### src/logic/sac_pkg.sv
// shared constants and types of the sar converter control block
package sac_pkg;
  // system clock and converter clock limit
  localparam int unsigned SYS_CLK_HZ = 250_000_000;
  localparam int unsigned CONV_CLK_MAX_HZ = 4_000_000;
  // smallest divider that keeps the converter clock at or below its limit
  localparam int unsigned DIV_MIN_INT = (SYS_CLK_HZ + 2 * CONV_CLK_MAX_HZ - 1) /
                                        (2 * CONV_CLK_MAX_HZ);
  localparam logic [7:0] DIV_MIN = 8'(DIV_MIN_INT);
  // converter clock cycles per conversion and per calibration stage
  localparam logic [4:0] CONV_TICKS = 5'h10;
  localparam logic [4:0] CAL_TICKS = 5'h10;
  // register bus geometry
  localparam int unsigned ADDR_W = 8;
  localparam logic [7:0] OFS_CFG = 8'h00;
  localparam logic [7:0] OFS_RESULT = 8'h04;
  localparam logic [7:0] OFS_IRQ_STATUS = 8'h08;
  localparam logic [7:0] OFS_IRQ_CLEAR = 8'h0c;
  localparam logic [7:0] OFS_IRQ_ENABLE = 8'h10;
  // bus answers
  localparam logic [1:0] RESP_OKAY = 2'h0;
  localparam logic [1:0] RESP_DECERR = 2'h3;
  // field positions of the configuration and status word
  localparam int unsigned POS_ENABLE = 31;
  localparam int unsigned POS_CAL_C = 28;
  localparam int unsigned POS_CAL_B = 27;
  localparam int unsigned POS_CAL_A = 26;
  localparam int unsigned POS_REF_SEL = 25;
  localparam int unsigned POS_REF_LVL = 16;
  localparam int unsigned POS_DIV = 8;
  localparam int unsigned POS_DIODE = 7;
  localparam int unsigned POS_BANDGAP = 6;
  localparam int unsigned POS_SENSOR = 5;
  localparam int unsigned POS_IRQ_EN = 4;
  localparam int unsigned POS_GUARD = 2;
  localparam int unsigned POS_EOC = 1;
  localparam int unsigned POS_START = 0;
  // interrupt status layout
  localparam int unsigned IRQ_W = 2;
  localparam int unsigned IRQ_EOC = 0;
  localparam int unsigned IRQ_CAL = 1;
  // values after reset
  localparam logic [7:0] DIV_RESET = 8'h00;
  localparam logic [8:0] REF_LVL_RESET = 9'h000;
  localparam logic [11:0] RESULT_RESET = 12'h000;
  // controller states, one-hot
  typedef enum logic [2:0] {
    ST_IDLE = 3'b001,
    ST_CONV = 3'b010,
    ST_CAL = 3'b100
  } sac_fsm_type;
  // software fields of the configuration word
  typedef struct packed {
    logic en;
    logic ref_source_select;
    logic [8:0] ref_level_setting;
    logic [7:0] conv_clock_divider;
    logic diode_sensor_enable;
    logic bandgap_sensor_enable;
    logic sensor_input_select;
    logic irq_enable;
  } sac_cfg_type;
  // controls toward the analog macro
  typedef struct packed {
    logic converter_enable;
    logic sensor_input_select;
    logic diode_sensor_enable;
    logic bandgap_sensor_enable;
    logic conv_tick;
    logic converting;
    logic calibrating;
    logic [1:0] cal_stage;
  } sac_ana_type;
endpackage

### src/logic/sac_ctrl.sv
// sar converter control: register slave, conversion and calibration control
//
// The register offsets and the AXI4-Lite interface to the registers were chosen for this implementation.
`timescale 1ns/1ps
// Notes on behaviour
// - converter clock is system clock over two over divider
// - sixteen converter cycles, converter clock at most 4MHz
// - only a software start bit write begins conversion
// - start bit reads back busy
// - end flag set on completion, blocks new starts
// - irq enable makes end flag raise interrupt
// - guard bit write touches only bits one, zero
// - calibration bit write starts stage, reads done
// - sensor select routes input to sensor or pins
// - bits seven and six enable the sensors
// - reference fields are plain storage only
// - twelve-bit result in low bits, rest zero
module sac_ctrl
  import sac_pkg::*;
(
  // clock and reset
  input wire logic aclk,
  input wire logic aresetn,
  // write address channel
  input wire logic [ADDR_W-1:0] s_axi_awaddr,
  input wire logic [2:0] s_axi_awprot,
  input wire logic s_axi_awvalid,
  output logic s_axi_awready,
  // write data channel
  input wire logic [31:0] s_axi_wdata,
  input wire logic [3:0] s_axi_wstrb,
  input wire logic s_axi_wvalid,
  output logic s_axi_wready,
  // write response channel
  output logic [1:0] s_axi_bresp,
  output logic s_axi_bvalid,
  input wire logic s_axi_bready,
  // read address channel
  input wire logic [ADDR_W-1:0] s_axi_araddr,
  input wire logic [2:0] s_axi_arprot,
  input wire logic s_axi_arvalid,
  output logic s_axi_arready,
  // read data channel
  output logic [31:0] s_axi_rdata,
  output logic [1:0] s_axi_rresp,
  output logic s_axi_rvalid,
  input wire logic s_axi_rready,
  // analog macro
  input wire logic [11:0] adc_data_in,
  output sac_ana_type ana,
  // interrupt
  output logic irq
);
  // whole state of the controller
  typedef struct packed {
    sac_fsm_type fsm;
    logic aw_got;
    logic w_got;
    logic [ADDR_W-1:0] waddr;
    logic [31:0] wdata;
    logic [3:0] wstrb;
    logic bvalid;
    logic [1:0] bresp;
    logic rvalid;
    logic [1:0] rresp;
    logic [31:0] rdata;
    sac_cfg_type cfg;
    logic eoc;
    logic [2:0] cal_done;
    logic [1:0] cal_stage;
    logic [11:0] result;
    logic [IRQ_W-1:0] irq_status;
    logic [IRQ_W-1:0] irq_mask;
    logic irq;
  } sac_regs_type;

  sac_regs_type s_r; // registered state
  sac_regs_type s_nxt; // next state

  // engine handshake
  logic eng_start; // begin a run this cycle
  logic [4:0] eng_len; // converter cycles of the run
  logic eng_tick; // one converter clock elapsed
  logic eng_busy; // run in progress
  logic eng_done; // run just finished

  // write decode helpers
  logic wr_do; // write applied this cycle
  logic [31:0] wr_word; // write data merged by byte strobes
  logic guard; // low-bits-only write
  logic start_req; // software start request
  logic eoc_clear; // software clears end flag
  logic [2:0] cal_req; // calibration stage requests
  logic [IRQ_W-1:0] irq_set; // events of this cycle
  logic [IRQ_W-1:0] irq_clr; // software clear of status bits

  // readback image of the configuration and status word
  function automatic logic [31:0] cfg_word(input sac_cfg_type c, input logic [2:0] cd,
                                           input logic e, input logic b);
    logic [31:0] w;
    w = 32'h0000_0000;
    w[POS_ENABLE] = c.en;
    w[POS_CAL_C] = cd[2];
    w[POS_CAL_B] = cd[1];
    w[POS_CAL_A] = cd[0];
    w[POS_REF_SEL] = c.ref_source_select;
    w[POS_REF_LVL +: 9] = c.ref_level_setting;
    w[POS_DIV +: 8] = c.conv_clock_divider;
    w[POS_DIODE] = c.diode_sensor_enable;
    w[POS_BANDGAP] = c.bandgap_sensor_enable;
    w[POS_SENSOR] = c.sensor_input_select;
    w[POS_IRQ_EN] = c.irq_enable;
    w[POS_EOC] = e;
    w[POS_START] = b;
    return w;
  endfunction

  // keep unstrobed bytes at their old value
  function automatic logic [31:0] strb_merge(input logic [31:0] old_w,
                                             input logic [31:0] new_w,
                                             input logic [3:0] strb);
    logic [31:0] m;
    m = old_w;
    for (int i = 0; i < 4; i++) begin
      if (strb[i]) begin
        m[i*8 +: 8] = new_w[i*8 +: 8];
      end
    end
    return m;
  endfunction

  // true when an address hits a mapped register
  function automatic logic addr_mapped(input logic [ADDR_W-1:0] a);
    return (a == OFS_CFG) || (a == OFS_RESULT) || (a == OFS_IRQ_STATUS) ||
           (a == OFS_IRQ_CLEAR) || (a == OFS_IRQ_ENABLE);
  endfunction

  // converter clock divider and cycle counter
  sac_engine u_engine (
    .aclk(aclk),
    .aresetn(aresetn),
    .run(s_r.cfg.en),
    .start(eng_start),
    .len(eng_len),
    .divider(s_r.cfg.conv_clock_divider),
    .tick(eng_tick),
    .busy(eng_busy),
    .done(eng_done)
  );

  // next-state logic for bus, registers and controller
  always_comb begin
    s_nxt = s_r;
    eng_start = 1'b0;
    eng_len = CONV_TICKS;
    irq_set = '0;
    irq_clr = '0;
    start_req = 1'b0;
    eoc_clear = 1'b0;
    cal_req = 3'b000;
    guard = 1'b0;
    wr_do = s_r.aw_got && s_r.w_got && !s_r.bvalid;
    wr_word = 32'h0000_0000;

    // write address and data are taken in either order
    if (s_axi_awvalid && s_axi_awready) begin
      s_nxt.aw_got = 1'b1;
      s_nxt.waddr = s_axi_awaddr;
    end
    if (s_axi_wvalid && s_axi_wready) begin
      s_nxt.w_got = 1'b1;
      s_nxt.wdata = s_axi_wdata;
      s_nxt.wstrb = s_axi_wstrb;
    end

    // apply a complete write and answer it
    if (wr_do) begin
      s_nxt.aw_got = 1'b0;
      s_nxt.w_got = 1'b0;
      s_nxt.bvalid = 1'b1;
      s_nxt.bresp = addr_mapped(s_r.waddr) ? RESP_OKAY : RESP_DECERR;
      case (s_r.waddr)
        OFS_CFG: begin
          wr_word = strb_merge(cfg_word(s_r.cfg, s_r.cal_done, s_r.eoc,
                                        s_r.fsm == ST_CONV), s_r.wdata, s_r.wstrb);
          guard = s_r.wstrb[0] && s_r.wdata[POS_GUARD];
          // low control bits act in both kinds of write
          start_req = s_r.wstrb[0] && s_r.wdata[POS_START];
          eoc_clear = s_r.wstrb[0] && !s_r.wdata[POS_EOC];
          if (!guard) begin
            // full write updates every field
            s_nxt.cfg.en = wr_word[POS_ENABLE];
            s_nxt.cfg.ref_source_select = wr_word[POS_REF_SEL];
            s_nxt.cfg.ref_level_setting = wr_word[POS_REF_LVL +: 9];
            s_nxt.cfg.conv_clock_divider = wr_word[POS_DIV +: 8];
            s_nxt.cfg.diode_sensor_enable = wr_word[POS_DIODE];
            s_nxt.cfg.bandgap_sensor_enable = wr_word[POS_BANDGAP];
            s_nxt.cfg.sensor_input_select = wr_word[POS_SENSOR];
            s_nxt.cfg.irq_enable = wr_word[POS_IRQ_EN];
            if (s_r.wstrb[3]) begin
              cal_req = {s_r.wdata[POS_CAL_C], s_r.wdata[POS_CAL_B],
                         s_r.wdata[POS_CAL_A]};
            end
          end else begin
            // guarded write leaves all upper fields alone
            s_nxt.cfg = s_r.cfg;
          end
        end
        OFS_IRQ_CLEAR: begin
          // ones clear status bits
          if (s_r.wstrb[0]) begin
            irq_clr = s_r.wdata[IRQ_W-1:0];
          end
        end
        OFS_IRQ_ENABLE: begin
          if (s_r.wstrb[0]) begin
            s_nxt.irq_mask = s_r.wdata[IRQ_W-1:0];
          end
        end
        default: begin
          // read-only or unmapped: no effect
        end
      endcase
    end
    if (s_axi_bvalid && s_axi_bready) begin
      s_nxt.bvalid = 1'b0;
    end

    // read: data registered with the address handshake
    if (s_axi_arvalid && s_axi_arready) begin
      s_nxt.rvalid = 1'b1;
      s_nxt.rresp = addr_mapped(s_axi_araddr) ? RESP_OKAY : RESP_DECERR;
      case (s_axi_araddr)
        OFS_CFG: begin
          s_nxt.rdata = cfg_word(s_r.cfg, s_r.cal_done, s_r.eoc, s_r.fsm == ST_CONV);
        end
        OFS_RESULT: begin
          s_nxt.rdata = {20'h00000, s_r.result};
        end
        OFS_IRQ_STATUS: begin
          s_nxt.rdata = {{(32-IRQ_W){1'b0}}, s_r.irq_status};
        end
        OFS_IRQ_ENABLE: begin
          s_nxt.rdata = {{(32-IRQ_W){1'b0}}, s_r.irq_mask};
        end
        default: begin
          // write-only and unmapped words read zero
          s_nxt.rdata = 32'h0000_0000;
        end
      endcase
    end else if (s_axi_rvalid && s_axi_rready) begin
      s_nxt.rvalid = 1'b0;
    end

    // end flag: software clear, hardware set wins
    if (eoc_clear) begin
      s_nxt.eoc = 1'b0;
    end

    // controller sequence
    case (s_r.fsm)
      ST_IDLE: begin
        // a write that drops enable must not start anything
        if (s_r.cfg.en && s_nxt.cfg.en && start_req && !s_r.eoc) begin
          // start only when enabled and end flag is clear
          eng_start = 1'b1;
          eng_len = CONV_TICKS;
          s_nxt.fsm = ST_CONV;
        end else if (s_r.cfg.en && s_nxt.cfg.en && (cal_req != 3'b000)) begin
          // one stage at a time, lowest stage wins
          eng_start = 1'b1;
          eng_len = CAL_TICKS;
          s_nxt.fsm = ST_CAL;
          if (cal_req[0]) begin
            s_nxt.cal_stage = 2'h0;
          end else if (cal_req[1]) begin
            s_nxt.cal_stage = 2'h1;
          end else begin
            s_nxt.cal_stage = 2'h2;
          end
          s_nxt.cal_done[s_nxt.cal_stage] = 1'b0;
        end
      end
      ST_CONV: begin
        // further starts are ignored while busy
        // new enable value, so busy drops with the disabling write
        if (!s_nxt.cfg.en) begin
          s_nxt.fsm = ST_IDLE;
        end else if (eng_done) begin
          s_nxt.fsm = ST_IDLE;
          s_nxt.result = adc_data_in;
          s_nxt.eoc = 1'b1;
          irq_set[IRQ_EOC] = 1'b1;
        end
      end
      ST_CAL: begin
        if (!s_nxt.cfg.en) begin
          s_nxt.fsm = ST_IDLE;
        end else if (eng_done) begin
          s_nxt.fsm = ST_IDLE;
          s_nxt.cal_done[s_r.cal_stage] = 1'b1;
          irq_set[IRQ_CAL] = 1'b1;
        end
      end
      default: begin
        s_nxt.fsm = ST_IDLE;
      end
    endcase

    // disabling drops calibration results
    if (!s_nxt.cfg.en) begin
      s_nxt.cal_done = 3'b000;
    end

    // sticky status, set wins over clear
    s_nxt.irq_status = (s_r.irq_status & ~irq_clr) | irq_set;
    // end flag with its enable, plus masked status
    s_nxt.irq = (s_nxt.eoc && s_nxt.cfg.irq_enable) ||
                ((s_nxt.irq_status & s_nxt.irq_mask) != '0);
  end

  // state register
  always_ff @(posedge aclk) begin
    if (!aresetn) begin
      s_r <= '0;
      s_r.fsm <= ST_IDLE;
      s_r.cfg.conv_clock_divider <= DIV_RESET;
      s_r.cfg.ref_level_setting <= REF_LVL_RESET;
      s_r.result <= RESULT_RESET;
    end else begin
      s_r <= s_nxt;
    end
  end

  // bus handshakes
  assign s_axi_awready = !s_r.aw_got && !s_r.bvalid;
  assign s_axi_wready = !s_r.w_got && !s_r.bvalid;
  assign s_axi_arready = !s_r.rvalid;
  assign s_axi_bvalid = s_r.bvalid;
  assign s_axi_bresp = s_r.bresp;
  assign s_axi_rvalid = s_r.rvalid;
  assign s_axi_rresp = s_r.rresp;
  assign s_axi_rdata = s_r.rdata;

  // analog controls from the stored fields
  assign ana.converter_enable = s_r.cfg.en;
  assign ana.sensor_input_select = s_r.cfg.sensor_input_select;
  assign ana.diode_sensor_enable = s_r.cfg.diode_sensor_enable;
  assign ana.bandgap_sensor_enable = s_r.cfg.bandgap_sensor_enable;
  // last tick comes with done; hide the tail of an aborted run
  assign ana.conv_tick = eng_tick && (s_r.fsm != ST_IDLE);
  assign ana.converting = (s_r.fsm == ST_CONV) && (eng_busy || eng_done);
  assign ana.calibrating = (s_r.fsm == ST_CAL) && (eng_busy || eng_done);
  assign ana.cal_stage = s_r.cal_stage;

  // interrupt level
  assign irq = s_r.irq;
endmodule

### src/logic/sac_engine.sv
// converter clock divider and cycle counter for conversions and calibration
`timescale 1ns/1ps
module sac_engine
  import sac_pkg::*;
(
  // clock and reset
  input wire logic aclk,
  input wire logic aresetn,
  // control
  input wire logic run,
  input wire logic start,
  input wire logic [4:0] len,
  input wire logic [7:0] divider,
  // status
  output logic tick,
  output logic busy,
  output logic done
);
  // engine state
  typedef struct packed {
    logic [8:0] pre;
    logic [4:0] left;
    logic busy;
    logic tick;
    logic done;
  } sac_eng_type;

  sac_eng_type s_r; // registered state
  sac_eng_type s_nxt; // next state
  logic [7:0] div_eff; // divider after clamping
  logic [8:0] period; // system clocks per converter clock

  // clamp the divider so the converter clock never runs too fast
  always_comb begin
    div_eff = (divider < DIV_MIN) ? DIV_MIN : divider;
    period = {div_eff, 1'b0};
  end

  // prescaler and converter-cycle counter
  always_comb begin
    s_nxt = s_r;
    s_nxt.tick = 1'b0;
    s_nxt.done = 1'b0;
    if (!run) begin
      // disabled: abort and hold idle
      s_nxt.busy = 1'b0;
      s_nxt.pre = 9'h000;
      s_nxt.left = 5'h00;
    end else if (start && !s_r.busy) begin
      // begin a new run of len converter cycles
      s_nxt.busy = 1'b1;
      s_nxt.pre = 9'h000;
      s_nxt.left = len;
    end else if (s_r.busy) begin
      if (s_r.pre == period - 9'h001) begin
        // one converter clock period elapsed
        s_nxt.pre = 9'h000;
        s_nxt.tick = 1'b1;
        s_nxt.left = s_r.left - 5'h01;
        if (s_r.left == 5'h01) begin
          s_nxt.busy = 1'b0;
          s_nxt.done = 1'b1;
        end
      end else begin
        s_nxt.pre = s_r.pre + 9'h001;
      end
    end
  end

  // state register
  always_ff @(posedge aclk) begin
    if (!aresetn) begin
      s_r <= '0;
    end else begin
      s_r <= s_nxt;
    end
  end

  assign tick = s_r.tick;
  assign busy = s_r.busy;
  assign done = s_r.done;
endmodule

### config.mk
export PLATFORM = sky130hd
export DESIGN_NAME = sac_ctrl
export DESIGN_NICKNAME = d
export VERILOG_FILES = /design/src/logic/sac_pkg.sv /design/src/logic/sac_ctrl.sv /design/src/logic/sac_engine.sv
export SDC_FILE = /design/constraint.sdc
export NUM_CORES = 1
export LEC_CHECK = 0
export ABC_AREA = 1
export BUFFER_PORTS_ARGS = -buffer_cell sky130_fd_sc_hd__buf_2
export CAP_MARGIN = 20
export CORE_ASPECT_RATIO = 1.4
export CORE_MARGIN = 2
export CORE_UTILIZATION = 32
export DETAILED_ROUTE_END_ITERATION = 10
export SLEW_MARGIN = 20
export SYNTH_ARGS = -nofsm -noshare
export SYNTH_HDL_FRONTEND = slang
export SYNTH_HIERARCHICAL = 1
export SYNTH_SLANG_ARGS = --single-unit
### constraint.sdc
create_clock -name aclk -period 2.6 [get_ports aclk]
set_input_delay 0.39 -clock aclk [delete_from_list [all_inputs] [get_ports aclk]]
set_output_delay 0.39 -clock aclk [all_outputs]
set_load 0.05 [all_outputs]
==> run_results.csv <==
group,metric,value,unit
outcome,outcome,"complete, no violations",
sta,layout_setup_ws,301,ps
synthesis,synth_enable_flop_cells,0,
sta,finClkSkew,7.44,ps
global_routing,grt_busiest_layer,"met2",
clocking,path_clk_slew,60,ps
floorplanning,dieArea,21800,sq um
global_routing,grt_max_degree,61,
sta,slew_viol_final,0,
clocking,cts_resized,0,
synthesis,synth_area_leaders,"dfxtp_1, nor2_1, nand2_1, inv_1, buf_4",
global_routing,grt_pass1_wl,26.9,mm
synthesis,ys_ff_latch,143,
power,pwr-share-comb,0.074,
power,ir_drop,0.372,mV
synthesis,ys.flop_type,"dfxtp_1",
clocking,cts_sinks,143,
global_routing,gr-total-overflow,0,
clocking,post_cts_buffers,0,
run,drv_cap,0,
drt,ant_nets,0,
clocking,clk_latency,420,ps
global_routing,grt_pass1_vias,5638,
clocking,cts_hold_buf,0,
floorplanning,core-area,20400,sq um
floorplanning,num_rows,62,
sta,setup_viol,0,
clocking,h-tree-depth,4,
floorplanning,die_x,125,um
critical_path,crit_type,"reg2reg",
drt,dr.pass1.iters,4,
drt,viasPerCell,4.62,
synthesis,synth_area_leader_cell,"dfxtp_1",
power,power_frac_clock,0.494,
placement,hpwlAfterDp,12.1,mm
critical_path,start_kind,"register",
synthesis,synth.distinct_cells,41,
drt,vias,5758,
drt,drt-wirelength-per-cell,13.4,um
finish,layoutNonFillerInstCount,1245,
sta,hold_ws,222,ps
synthesis,syn-cell-area,6610,sq um
finish,diodes,0,
power,power_density,683,nW/um^2
synthesis,synth_top_area_frac,0.433,
power,sw_frac_of_total,0.231,
synthesis,ys_seq_area_frac,0.433,
power,switching_power,1240,uW
critical_path,arrival,2600,ps
global_routing,grt_util_met2,0.295,
clocking,clock-root-buffer,"clkbuf_16",
sta,tns,0,ps
sta,finalCriticalPeriod,2300,ps
power,p_int,4120,uW
finish,syn2layout_area_growth,18.7,%
synthesis,synth-async-reset-ratio,0,
global_routing,grt.total_usage,0.154,
placement,place_inst,1214,
sta,tightest_slew,633,ps
synthesis,ys_warn_count,6,
sta,rsz0062_at_grt,"no",
sta,hold_viol,0,
synthesis,syn_inst,898,
sta,fmax,435,MHz
sta,timing.final.crit_share,0.884,
floorplanning,io_pins,128,
clocking,numCtsBuffers,17,
critical_path,crit_required,2900,ps
critical_path,cp_max_fo,10,
placement,preCtsSetupSlack,294,ps
hold_path,hp-class,"in2reg",
drt,wirelength,16.6,mm
power,p_seq_frac,0.431,
global_routing,antenna_found_initial,0,
critical_path,end_kind,"register",
global_routing,globalRouteMet1Util,0.159,
synthesis,syn_area_per_cell,7.36,sq um
drt,drt_iter0_drc,245,
placement,io_buffers,116,
finish,drive_above_1_share,0.203,
clocking,cts_tree,"built",
clocking,clockBufferDepth,2,
floorplanning,initial_core_util,0.324,
sta,timing.slew.headroom,0.575,
power,leakage,0.00346,uW
floorplanning,fp.dieH,174,um
finish,nets,1058,
drt,drc,0,
placement,place.gp.congestion,0.835,
global_routing,use_met3,0.0332,
[path summary, 6_finish.rpt]
| kind | slack (ps) | from | cells after the start | endpoint |
|---|---|---|---|---|
| worst max register to register | 300 | s_r[33]$_SDFFE_PN0P_ | 17 | u_engine/s_r[5]$_SDFFE_PN0P_ |
| worst min register to register | 440 | s_r[6]$_SDFFE_PN0P_ | 2 | s_r[6]$_SDFFE_PN0P_ |
| worst min-delay path | 220 | s_axi_wdata[24] | 3 | s_r[112]$_SDFFE_PN0P_ |
| worst max-delay path | 300 | s_r[33]$_SDFFE_PN0P_ | 17 | u_engine/s_r[5]$_SDFFE_PN0P_ |
[cells by family (layout without fill, tap and decap cells)]
group                    Yosys count  after routing  share of synthesized area
AND/OR/NAND/NOR                  403            403                      0.285
other                              2              7                    0.00114
adder cells (fa/ha/maj)            4              4                    0.00758
buffers and inverters            181            267                      0.129
XOR/XNOR                           9              9                     0.0119
AO/OA/AOI/OAI                    156            156                      0.131
flip-flops                       143            143                      0.433
[cell type report]
cell class              instances  area (sq um)
well taps                     256           320
clock inverters                 9           154
clock buffers                  22           494
multi-input cells             579          2910
repair buffers                130           698
inverters                     106           399
fillers                      2206         12600
flip-flops and latches        143          2860
[placed cells by master, fill, tap and decap left out, types with 3 or more instances in the layout]
master	count
nor2_1	144
dfxtp_1	143
nand2_1	133
buf_2	116
inv_1	98
o21ai_0	62
nand3_1	61
a21oi_1	54
nand4_1	17
clkbuf_16	17
a211oi_1	16
buf_4	13
nor3_1	11
o211ai_1	9
nand2_2	9
xor2_1	8
o21ai_1	7
conb_1	7
inv_2	6
nor2_4	6
clkbuf_8	5
bufinv_16	4
ha_1	4
nor2_2	3
nand3_4	3
nand2_4	3
clkinv_2	3
nand3b_1	3
nor3b_1	3
[power by group through the flow]
stage	clock network [uW]	registers, uW	logic [uW]
finish	2650	2310	397
global route	2770	2320	446
CTS	2710	2310	404
detailed placement	0	2360	402
global placement	0	2360	400
floorplan	0	2350	264
[worst max-delay path: stages (launching register included)]
cell and delay, ps:
dfxtp_1 370, nor2_4 160, nand2_4 120, nand2_2 120
ha_1 280, inv_1 70, nand2_1 80, nand2_1 50
nand2_1 50, nand2_1 50, nor2_1 100, nand3_1 120
nor2_4 200, nand3_4 140, nand2_2 110, nor2_1 50
nor2_1 80, nor2_1 40
[synthesized netlist by cell type (6+ instances only)]
master and n:
nand2_1 133, nand3_1 61, inv_1 98, o211ai_1 9, inv_2 6, nand4_1 17, nor2_1 144, a21oi_1 54
o21ai_0 62, xor2_1 8, clkbuf_1 22, buf_4 43, a211oi_1 16, nand2_2 9, dfxtp_1 143, nor2_4 6
nor3_1 11, o21ai_1 7
[state kept, by name, indices dropped and copies added, names as in the netlist]
name	count
u_engine/s_r	14
s_r	85
s_axi_bvalid	1
irq	1
u_engine/tick	1
s_axi_bresp	1
s_axi_rvalid	1
s_axi_rresp	1
u_engine/done	1
s_axi_rdata	30
u_engine/busy	1
ana	6
[layer usage]
metal	up-vias	part of all wire
met5	-	0
met4	0	0.029
met3	29	0.029
met2	89	0.54
met1	2630	0.40
li1	3010	-
[per-stage QoR]
| stage | util | total power (uW) | area [sq um] |
|---|---|---|---|
| final | 0.384 | 5360 | 7840 |
| after global routing | 0.384 | 5540 | 7840 |
| after CTS | 0.384 | 5420 | 7840 |
| after detailed placement | 0.353 | 2760 | 7190 |
| after global placement | 0.353 | 2760 | 7190 |
| after floorplan | - | 2620 | 6620 |
No activity file was read; power rests on OpenSTA's default activity.
